[src/fault_cond_pkg.sv]
package fault_cond_pkg;

  // channel counts: index 0..3 positive supply inputs, 4 high voltage input, 5..9 dual inputs
  localparam int NUM_PRI  = 5;
  localparam int NUM_DUAL = 5;
  localparam int NUM_DET  = 10;
  localparam int LVL_W    = 8;
  localparam int CNT_W    = 12;

  // register map, byte addresses
  localparam logic [11:0] ADDR_STATUS = 12'h0100;
  localparam logic [3:0]  CH_LAST     = 4'h9;
  localparam logic [1:0]  REG_CFG     = 2'h0;
  localparam logic [1:0]  REG_THR     = 2'h1;
  localparam logic [1:0]  REG_TIME    = 2'h2;

  // configuration register fields
  localparam int CFG_MODE_LSB = 0;
  localparam int CFG_HYST_LSB = 2;
  localparam int CFG_RNG_LSB  = 7;
  localparam int CFG_DIG_BIT  = 9;
  localparam int CFG_EDGE_BIT = 10;
  localparam int CFG_PD_BIT   = 11;
  localparam logic [11:0] CFG_PRI_MASK  = 12'h01FF;
  localparam logic [11:0] CFG_DUAL_MASK = 12'h0E7F;

  // threshold register fields
  localparam int THR_UV_LSB = 0;
  localparam int THR_OV_LSB = 8;

  // timing register fields, both in microseconds
  localparam int TIME_GLITCH_LSB = 0;
  localparam int TIME_PULSE_LSB  = 8;
  localparam logic [14:0] TIME_MASK = 15'h7F7F;

  // status register fields
  localparam int ST_FAULT_LSB = 0;
  localparam int ST_WARN_LSB  = 10;
  localparam int ST_COND_LSB  = 15;
  localparam int ST_WANY_BIT  = 20;

  localparam logic [31:0] RESET_WORD = 32'h0000_0000;

  // timing
  localparam int TIME_MAX_US    = 100;
  localparam int PCLK_PERIOD_NS = 40;
  localparam int NS_PER_US      = 1000;
  localparam logic [CNT_W-1:0] CYC_PER_US = CNT_W'(NS_PER_US / PCLK_PERIOD_NS);

  typedef enum logic [1:0] {
    MODE_UV  = 2'b00,
    MODE_OV  = 2'b01,
    MODE_WIN = 2'b10,
    MODE_OFF = 2'b11
  } det_mode_t;

  // microsecond code to clock cycles, codes above the maximum are clamped
  function automatic logic [CNT_W-1:0] us_to_cycles(input logic [6:0] us);
    logic [CNT_W-1:0] c;
    c = (us > 7'(TIME_MAX_US)) ? CNT_W'(TIME_MAX_US) : CNT_W'(us);
    return CNT_W'(c * CYC_PER_US);
  endfunction

endpackage

[src/glitch_filter.sv]
`timescale 1ns/1ps

module glitch_filter (
  // clock and reset
  input  wire logic                             pclk,
  input  wire logic                             presetn,
  // filter
  input  wire logic                             din,
  input  wire logic [fault_cond_pkg::CNT_W-1:0] limit,
  output logic                                  dout
);
  import fault_cond_pkg::*;

  logic [CNT_W-1:0] cnt_q;
  logic             out_q;

  // the output only moves after the input has differed for limit+1 cycles,
  // so both edges of a passing pulse see the same delay
  always_ff @(posedge pclk or negedge presetn) begin
    if (!presetn) begin
      cnt_q <= '0;
      out_q <= 1'b0;
    end else if (din == out_q) begin
      cnt_q <= '0;
    end else if (cnt_q >= limit) begin
      out_q <= din;
      cnt_q <= '0;
    end else begin
      cnt_q <= cnt_q + CNT_W'(1);
    end
  end

  assign dout = out_q;

endmodule // glitch_filter

[src/supply_fault_conditioner.sv]
`timescale 1ns/1ps

// Notes on behaviour
// - undervoltage and overvoltage compares run every cycle, never gated.
// - a fault asserts on the plain threshold; hysteresis only delays clearing.
// - undervoltage clears only once level exceeds threshold plus hysteresis.
// - overvoltage clears only once level falls below threshold minus hysteresis.
// - hysteresis code is five bits, amount is span times code over 255.
// - glitch filter is the last stage, after hysteresis.
// - glitch timeout per input, 0 to 100 microseconds.
// - pulses shorter than the timeout never reach the output.
// - longer pulses pass, delayed by the programmed timeout.
// - dual inputs in analog use have only the lowest range.
// - digital-mode dual input turns its detector into a warning on its pair.
// - a warning detector shares the range of its paired primary detector.
// - warnings readable one by one, and ORed into one signal.
// - level-mode digital input follows the filtered pin level.
// - edge-mode digital input gives one pulse per transition, width 0..100 us.
// - digital inputs use the same glitch filter as the detectors.
// - conditioned digital inputs go out as sequencer condition inputs.
// - each digital-mode dual input has a pull-down enable bit.
// - each detector flags undervoltage, overvoltage, or out-of-window.
// - a dual input is either analog or digital, never both.
module supply_fault_conditioner (
  // clock and reset
  input  wire logic                             pclk,
  input  wire logic                             presetn,
  // apb slave
  input  wire logic                             psel,
  input  wire logic                             penable,
  input  wire logic                             pwrite,
  input  wire logic [11:0]                      paddr,
  input  wire logic [31:0]                      pwdata,
  output logic      [31:0]                      prdata,
  output logic                                  pready,
  output logic                                  pslverr,
  // monitored levels, in threshold code units of each channel's range
  input  wire logic [fault_cond_pkg::NUM_DET-1:0][fault_cond_pkg::LVL_W-1:0] level_code,
  // dual input pins as logic levels
  input  wire logic [fault_cond_pkg::NUM_DUAL-1:0] dual_pin,
  // to the sequencing engine and pads
  output logic      [fault_cond_pkg::NUM_DET-1:0]  fault_flag,
  output logic      [fault_cond_pkg::NUM_DUAL-1:0] warning_flag,
  output logic                                     warning_any,
  output logic      [fault_cond_pkg::NUM_DUAL-1:0] condition_input,
  output logic      [fault_cond_pkg::NUM_DUAL-1:0] pulldown_en
);
  import fault_cond_pkg::*;

  logic [11:0] cfg_q  [NUM_DET];
  logic [15:0] thr_q  [NUM_DET];
  logic [14:0] time_q [NUM_DET];

  logic [NUM_DET-1:0]  uv_q;
  logic [NUM_DET-1:0]  ov_q;
  logic [NUM_DET-1:0]  det_raw;
  logic [NUM_DET-1:0]  det_filt;
  logic [LVL_W-1:0]    det_level [NUM_DET];
  logic [NUM_DUAL-1:0] dig_filt;
  logic [NUM_DUAL-1:0] dig_prev_q;
  logic [NUM_DUAL-1:0] pulse_q;
  logic [CNT_W-1:0]    pcnt_q [NUM_DUAL];
  logic [NUM_DUAL-1:0] is_dig;

  logic [NUM_DET-1:0]  fault_q;
  logic [NUM_DUAL-1:0] warn_q;
  logic                wany_q;
  logic [NUM_DUAL-1:0] cond_q;
  logic [NUM_DUAL-1:0] pd_q;
  logic [31:0]         prdata_q;
  logic                pready_q;
  logic                pslverr_q;
  logic                wr_done;

  // ------------------------------------------------------------ helpers

  function automatic logic uv_next(input logic cur, input logic [LVL_W-1:0] lvl,
                                   input logic [LVL_W-1:0] th, input logic [4:0] hy);
    logic [LVL_W:0] top;
    top = {1'b0, th} + {4'b0000, hy};
    if (!cur) return lvl < th;
    return {1'b0, lvl} <= top;
  endfunction

  function automatic logic ov_next(input logic cur, input logic [LVL_W-1:0] lvl,
                                   input logic [LVL_W-1:0] th, input logic [4:0] hy);
    logic [LVL_W:0] bot;
    bot = {1'b0, th} - {4'b0000, hy};
    if (!cur) return lvl > th;
    // a threshold below the hysteresis wraps negative: fault then holds until reprogrammed
    if (bot[LVL_W]) return 1'b1;
    return {1'b0, lvl} >= bot;
  endfunction

  // register index decode: valid, channel, register within channel
  function automatic logic addr_ok(input logic [11:0] a);
    return (a[11:8] == 4'h0) && (a[7:4] <= CH_LAST) && (a[3:2] != 2'h3)
           && (a[1:0] == 2'b00);
  endfunction

  // true when address a selects register r of channel c; the writes and
  // the range readback share this decode
  function automatic logic reg_hit(input logic [11:0] a, input int c, input logic [1:0] r);
    return addr_ok(a) && (a[7:4] == 4'(c)) && (a[3:2] == r);
  endfunction

  // --------------------------------------------------- detector front end

  always_comb begin
    for (int c = 0; c < NUM_DET; c++) begin
      det_level[c] = level_code[c];
    end
    for (int k = 0; k < NUM_DUAL; k++) begin
      is_dig[k] = cfg_q[NUM_PRI+k][CFG_DIG_BIT];
      if (is_dig[k]) begin
        // warning detector watches the paired primary input
        det_level[NUM_PRI+k] = level_code[k];
      end
    end
  end

  // the hysteresis code is in threshold steps, so the amount scales with range/255
  always_ff @(posedge pclk or negedge presetn) begin
    if (!presetn) begin
      uv_q <= '0;
      ov_q <= '0;
    end else begin
      for (int c = 0; c < NUM_DET; c++) begin
        // no enable: both comparators are evaluated on every edge
        uv_q[c] <= uv_next(uv_q[c], det_level[c], thr_q[c][THR_UV_LSB +: LVL_W],
                           cfg_q[c][CFG_HYST_LSB +: 5]);
        ov_q[c] <= ov_next(ov_q[c], det_level[c], thr_q[c][THR_OV_LSB +: LVL_W],
                           cfg_q[c][CFG_HYST_LSB +: 5]);
      end
    end
  end

  always_comb begin
    for (int c = 0; c < NUM_DET; c++) begin
      case (det_mode_t'(cfg_q[c][CFG_MODE_LSB +: 2]))
        MODE_UV:  det_raw[c] = uv_q[c];
        MODE_OV:  det_raw[c] = ov_q[c];
        MODE_WIN: det_raw[c] = uv_q[c] | ov_q[c];
        MODE_OFF: det_raw[c] = 1'b0;
        default:  det_raw[c] = 1'b0;
      endcase
    end
  end

  // ----------------------------------------------------------- filters

  // every filter counts on pclk itself, so the timebase needs no enable of its own
  for (genvar c = 0; c < NUM_DET; c++) begin : g_det_filt
    glitch_filter u_filt (
      .pclk    (pclk),
      .presetn (presetn),
      .din     (det_raw[c]),
      .limit   (us_to_cycles(time_q[c][TIME_GLITCH_LSB +: 7])),
      .dout    (det_filt[c])
    );
  end

  for (genvar k = 0; k < NUM_DUAL; k++) begin : g_dig_filt
    glitch_filter u_filt (
      .pclk    (pclk),
      .presetn (presetn),
      .din     (dual_pin[k]),
      .limit   (us_to_cycles(time_q[NUM_PRI+k][TIME_GLITCH_LSB +: 7])),
      .dout    (dig_filt[k])
    );
  end

  // ----------------------------------------------------- digital inputs

  always_ff @(posedge pclk or negedge presetn) begin
    if (!presetn) begin
      dig_prev_q <= '0;
      pulse_q    <= '0;
      for (int k = 0; k < NUM_DUAL; k++) begin
        pcnt_q[k] <= '0;
      end
    end else begin
      dig_prev_q <= dig_filt;
      for (int k = 0; k < NUM_DUAL; k++) begin
        if (dig_filt[k] != dig_prev_q[k]) begin
          // a transition inside a running pulse restarts it
          pulse_q[k] <= 1'b1;
          pcnt_q[k]  <= CNT_W'(1);
        end else if (pulse_q[k] &&
                     pcnt_q[k] >= us_to_cycles(time_q[NUM_PRI+k][TIME_PULSE_LSB +: 7])) begin
          pulse_q[k] <= 1'b0;
        end else if (pulse_q[k]) begin
          pcnt_q[k]  <= pcnt_q[k] + CNT_W'(1);
        end
      end
    end
  end

  // ------------------------------------------------------------ outputs

  always_ff @(posedge pclk or negedge presetn) begin
    if (!presetn) begin
      fault_q <= '0;
      warn_q  <= '0;
      wany_q  <= 1'b0;
      cond_q  <= '0;
      pd_q    <= '0;
    end else begin
      // a dual input in digital mode reports warnings only, never a fault
      fault_q[NUM_PRI-1:0] <= det_filt[NUM_PRI-1:0];
      for (int k = 0; k < NUM_DUAL; k++) begin
        fault_q[NUM_PRI+k] <= det_filt[NUM_PRI+k] & ~is_dig[k];
        warn_q[k]          <= det_filt[NUM_PRI+k] &  is_dig[k];
        if (!is_dig[k]) begin
          cond_q[k] <= 1'b0;
        end else if (cfg_q[NUM_PRI+k][CFG_EDGE_BIT]) begin
          cond_q[k] <= pulse_q[k];
        end else begin
          cond_q[k] <= dig_filt[k];
        end
        pd_q[k] <= is_dig[k] & cfg_q[NUM_PRI+k][CFG_PD_BIT];
      end
      wany_q <= |(det_filt[NUM_DET-1:NUM_PRI] & is_dig);
    end
  end

  assign fault_flag      = fault_q;
  assign warning_flag    = warn_q;
  assign warning_any     = wany_q;
  assign condition_input = cond_q;
  assign pulldown_en     = pd_q;

  // ---------------------------------------------------------- apb slave

  // one wait state: pready rises in the second access cycle
  always_ff @(posedge pclk or negedge presetn) begin
    if (!presetn) begin
      pready_q <= 1'b0;
    end else begin
      pready_q <= psel & penable & ~pready_q;
    end
  end

  // a write takes effect only at the edge that completes the transfer
  assign wr_done = psel & penable & pready_q & pwrite;

  // one process per register kind
  always_ff @(posedge pclk or negedge presetn) begin
    if (!presetn) begin
      for (int c = 0; c < NUM_DET; c++) begin
        cfg_q[c] <= RESET_WORD[11:0];
      end
    end else if (wr_done) begin
      for (int c = 0; c < NUM_DET; c++) begin
        if (reg_hit(paddr, c, REG_CFG)) begin
          // dual inputs have no range field, their range is fixed lowest
          cfg_q[c] <= pwdata[11:0] & ((c < NUM_PRI) ? CFG_PRI_MASK : CFG_DUAL_MASK);
        end
      end
    end
  end

  always_ff @(posedge pclk or negedge presetn) begin
    if (!presetn) begin
      for (int c = 0; c < NUM_DET; c++) begin
        thr_q[c] <= RESET_WORD[15:0];
      end
    end else if (wr_done) begin
      for (int c = 0; c < NUM_DET; c++) begin
        if (reg_hit(paddr, c, REG_THR)) begin
          thr_q[c] <= pwdata[15:0];
        end
      end
    end
  end

  always_ff @(posedge pclk or negedge presetn) begin
    if (!presetn) begin
      for (int c = 0; c < NUM_DET; c++) begin
        time_q[c] <= RESET_WORD[14:0];
      end
    end else if (wr_done) begin
      for (int c = 0; c < NUM_DET; c++) begin
        if (reg_hit(paddr, c, REG_TIME)) begin
          // codes above the maximum are kept and clamped where they are used
          time_q[c] <= pwdata[14:0] & TIME_MASK;
        end
      end
    end
  end

  // read data and error are loaded in the first access cycle, so they stand at the
  // completing edge; pslverr drops right after it
  always_ff @(posedge pclk or negedge presetn) begin
    if (!presetn) begin
      prdata_q  <= RESET_WORD;
      pslverr_q <= 1'b0;
    end else if (psel && penable && !pready_q) begin
      prdata_q  <= RESET_WORD;
      pslverr_q <= 1'b0;
      if (paddr == ADDR_STATUS) begin
        if (!pwrite) begin
          prdata_q[ST_FAULT_LSB +: NUM_DET] <= fault_q;
          prdata_q[ST_WARN_LSB +: NUM_DUAL] <= warn_q;
          prdata_q[ST_COND_LSB +: NUM_DUAL] <= cond_q;
          prdata_q[ST_WANY_BIT]             <= wany_q;
        end else begin
          pslverr_q <= 1'b1;
        end
      end else if (!addr_ok(paddr)) begin
        pslverr_q <= 1'b1;
      end else if (!pwrite) begin
        for (int c = 0; c < NUM_DET; c++) begin
          if (paddr[7:4] == 4'(c)) begin
            case (paddr[3:2])
              REG_CFG:  prdata_q[11:0] <= cfg_q[c];
              REG_THR:  prdata_q[15:0] <= thr_q[c];
              REG_TIME: prdata_q[14:0] <= time_q[c];
              default:  prdata_q       <= RESET_WORD;
            endcase
          end
        end
        // a warning detector reports the range of its paired primary; this later
        // assignment fills bits that a dual input never stores
        for (int k = 0; k < NUM_DUAL; k++) begin
          if (reg_hit(paddr, NUM_PRI + k, REG_CFG) && is_dig[k]) begin
            prdata_q[CFG_RNG_LSB +: 2] <= cfg_q[k][CFG_RNG_LSB +: 2];
          end
        end
      end
    end else if (!psel || pready_q) begin
      pslverr_q <= 1'b0;
    end
  end

  assign prdata  = prdata_q;
  assign pready  = pready_q;
  assign pslverr = pslverr_q;

endmodule // supply_fault_conditioner

[config.mk]
export PLATFORM = sky130hd
export DESIGN_NAME = supply_fault_conditioner
export DESIGN_NICKNAME = d
export VERILOG_FILES = /design/src/fault_cond_pkg.sv /design/src/glitch_filter.sv /design/src/supply_fault_conditioner.sv
export SDC_FILE = /design/constraint.sdc
export NUM_CORES = 2
export LEC_CHECK = 0
export ABC_AREA = 0
export BUFFER_PORTS_ARGS = -buffer_cell sky130_fd_sc_hd__buf_2
export CAP_MARGIN = 15
export CORE_MARGIN = 2
export CORE_UTILIZATION = 40
export DETAILED_ROUTE_END_ITERATION = 8
export PLACE_DENSITY = 0.57
export SYNTH_ARGS = -nofsm -noshare
export SYNTH_HDL_FRONTEND = slang
export SYNTH_SLANG_ARGS = --single-unit
[constraint.sdc]
create_clock -name pclk -period 4.98 [get_ports pclk]
set_input_delay 0.747 -clock pclk [delete_from_list [all_inputs] [get_ports pclk]]
set_output_delay 0.747 -clock pclk [all_outputs]
set_load 0.03 [all_outputs]
==> impl_metrics.env <==
export IMPL_grt_use_total_pct=24.66
export IMPL_pin_count=194
export IMPL_grt_max_degree=119
export IMPL_clk_latency_ps=720
export IMPL_clock_fmax_mhz=203.6
export IMPL_place_area_um2=63750
export IMPL_routed_wl_um=189800
export IMPL_initial_core_util_pct=40.36
export IMPL_drt_iter0_markers=3778
export IMPL_crit_type="reg -> reg"
export IMPL_cts_clk_slew_worst_paths_ps=60
export IMPL_cp_start_kind="register"
export IMPL_cellPowerDensity_nw_per_um2=240.2
export IMPL_wl_per_cell_um=22.17
export IMPL_seq_area_frac_synth_pct=30.54
export IMPL_cts_root_buf="clkbuf_16"
export IMPL_drc=0
export IMPL_drtPass1Iterations=7
export IMPL_cts_sinks=729
export IMPL_worst_ep_arrival_time_ps=5530
export IMPL_io_buffers=166
export IMPL_peakVddDrop_v=0.0002812
export IMPL_finalCritPeriodShare_pct=98.61
export IMPL_synth_async_reset_ratio_pct=100.0
export IMPL_die_area_um2=152500
export IMPL_drive_gt1_share_pct=16.12
export IMPL_setup_tns_ps=0
export IMPL_p_leak_nw=33.76
export IMPL_grt_overflow=0
export IMPL_drt_vias_per_instance=5.755
export IMPL_fin_nets=7780
export IMPL_die_y_um=390.5
export IMPL_area_growth_syn_to_layout_pct=14.09
export IMPL_die_w_um=390.5
export IMPL_syn_instance_count=6303
export IMPL_vias=49270
export IMPL_drv_slew=0
export IMPL_n_fill_cell=14100
export IMPL_worst_path_max_fanout=3
export IMPL_grt_pass1_wl_um=292100
export IMPL_cts_htree_levels=3
export IMPL_dp_hpwl_um=143500
export IMPL_ant_nets=0
export IMPL_cp_end_kind="register"
export IMPL_synth_edf_count=0
export IMPL_worst_ep_required_time_ps=5600
export IMPL_fin_ws_ps=69.04
export IMPL_place_ws_ps=-403.9
export IMPL_grt_antenna_before_repair=43
export IMPL_hp_class="in -> async"
export IMPL_power_internal_mw=11.41
export IMPL_p_comb_share_pct=17.0
export IMPL_worstMarginPinSlew_ps=1410
export IMPL_synth_cell_types=80
export IMPL_maxCapViolCount=0
export IMPL_finClkSkew_ps=40.16
export IMPL_min_period_ps=4911
export IMPL_clockBufferDepth=3
export IMPL_coreArea_um2=148000
export IMPL_cts_buffers=91
export IMPL_synth_warnings=0
export IMPL_design_area_um2=68160
export IMPL_p_switching_mw=4.959
export IMPL_rsz0062_at_grt="true"
export IMPL_synthFlopType="dfrtp_1"
export IMPL_setup_viol=0
export IMPL_fin_util_pct=46.05
export IMPL_outcome="complete, no violations"
export IMPL_pwr_share_clk_pct=41.1
export IMPL_max_slew_margin_pct=5.303
export IMPL_cts_tree="done"
export IMPL_netlist_area_um2=59740
export IMPL_p_sw_share_pct=30.29
export IMPL_grt_pass1_vias=48610
export IMPL_globalplace_congestion=0.9357
export IMPL_ys_ff_latch=729
export IMPL_core_rowCount=141
export IMPL_seqPwrFrac_pct=41.9
export IMPL_holdBufCountCts=0
export IMPL_hold_viol=0
export IMPL_avgSynthCellArea_um2=9.478
-- through the flow --
stage | instances | power (mW) | hold slack [ps]
floorplan | 6313 | 8.521 | 351.9
global placement | 8350 | 9.447 | 398.8
detailed placement | 8350 | 9.534 | 412.8
CTS | 8527 | 16.35 | 113.9
global route | 8558 | 17.20 | 141.3
finish | 8561 | 16.37 | 113.0
-- worst paths after layout --
| check | start | to | slack, ps | cells after the start |
|---|---|---|---|---|
| setup / recovery | time_q[69] | pcnt_q[59] | 70 | 22 |
| hold / removal | presetn | time_q[50] | 110 | 1 |
| setup reg to reg | time_q[69] | pcnt_q[59] | 70 | 22 |
| hold reg to reg | g_det_filt[1].u_filt.dout | fault_flag[1] | 430 | 0 |
| max in group asynchronous | presetn | g_dig_filt[3].u_filt.cnt_q[8] | 3670 | 2 |
| min in group pclk | psel | pslverr | 300 | 2 |
-- cells in the final DEF, fill, tap and decap left out, types with 52 or more instances in the layout --
cell type and count:
nor3_1 57, ha_1 1025, clkbuf_16 93, and2_1 52, nand2_1 394, o21a_1 76
mux2_2 255, and3_1 52, a22oi_1 81, buf_2 166, xor2_1 204, a211oi_1 55
a222oi_1 56, buf_4 225, inv_1 555, nand3_1 182, o21ai_0 323, nor2_1 243
a21oi_1 235, nand4_1 78, nand2b_1 83, nor2b_1 122, dfrtp_1 729, xnor2_1 192
a21o_1 147
-- synthesized netlist by cell type (all sizes together) (12+ instances only) --
master	instances	area share, %
ha	1049	22
dfrtp	729	31
inv	560	3.5
nand2	405	2.6
o21ai	353	3.0
a21oi	286	2.4
nor2	269	1.8
mux2	255	4.8
clkbuf	208	1.3
xor2	207	3.0
xnor2	193	2.8
nand3	184	1.6
a21o	149	1.9
nor2b	123	1.3
a2111oi	108	1.6
nand2b	87	0.91
a22oi	81	1.0
nand4	78	0.82
o21a	76	0.96
a211oi	61	0.77
buf	61	0.51
nor3	57	0.48
a222oi	56	0.94
and2	52	0.54
and3	52	0.54
fa	50	1.7
o22ai	46	0.48
a31oi	40	0.42
o211ai	39	0.49
or3	36	0.38
o31ai	31	0.39
a221oi	26	0.38
o41ai	22	0.32
or4	22	0.28
or2	21	0.22
o31a	19	0.28
mux2i	18	0.30
o21bai	18	0.23
o2111ai	16	0.23
nand3b	12	0.15
nor4	12	0.15
o32a	12	0.20
-- critical path, cell delays in order (launching register included) --
cell       delay (ps)
dfrtp_1           390
o21ai_2           150
a21oi_2            70
or2_4             280
ha_4              230
ha_4              260
inv_2              30
fa_1              490
inv_2              50
ha_4              220
a21oi_4           130
nor2b_1            60
o21a_1            190
nor2_1            140
xor2_1            170
ha_1              260
a21o_1            160
a21o_1            170
a221o_1           390
buf_6             150
a2111oi_4         290
or3b_4            420
a21oi_2           120
-- power by group through the flow --
stage	logic (mW)	registers (mW)	clock network, mW
floorplan	1.72	6.80	0
global placement	2.51	6.94	0
detailed placement	2.59	6.94	0
CTS	2.63	6.85	6.88
global route	3.16	6.92	7.12
finish	2.79	6.85	6.73
-- repair_timing --
action,CTS,global route
pin swaps,18,121
cloned,1,2
buffers inserted,10,20
setup endpoints to repair,41,249
gates resized for setup,34,289
-- state kept, by name (all words and copies together) (netlist names) --
name                     cells
uv_q                        10
condition_input              5
pcnt_q                      60
time_q                     140
fault_flag                  10
pslverr                      1
pready                       1
warning_any                  1
prdata                      21
pulldown_en                  5
warning_flag                 5
g_det_filt.u_filt.dout      10
dig_prev_q                   5
cfg_q                       95
ov_q                        10
g_dig_filt.u_filt.dout       5
thr_q                      160
g_det_filt.u_filt.cnt_q    120
g_dig_filt.u_filt.cnt_q     60
pulse_q                      5
-- layout make-up --
type	count	area [um^2]	area share, %
sequential	729	18240	26.76
multi-input combinational	4756	39590	58.08
clock inverter	32	312.8	0.4589
clock buffer	134	2661	3.904
inverter	560	2105	3.088
tap	1930	2415	3.543
antenna	11	27.53	0.04038
timing repair buffer	409	2810	4.123
-- metal layers --
metal	vias up	track usage (%)	part of all wire (%)
met5	-	0	0.16
met4	44	9.021	4.0
met3	401	4.612	6.7
met2	1400	39.33	45
met1	24060	33.18	44
li1	23370	-	-
-- cell families after synthesis --
logic type                 count (synthesis)  share of synthesized area [%]
and+or+nand+nor                         1455                          12.41
adders and majority gates               1099                          23.64
xor gates and xnor gates                 400                          5.864
other                                      1                       0.006277
AOI/OAI and AO/OA                       1517                          17.10
DFF                                      729                          30.54
muxes                                    273                          5.108
buffers and inverters                    829                          5.332
No activity file was read; power rests on OpenSTA's default activity.
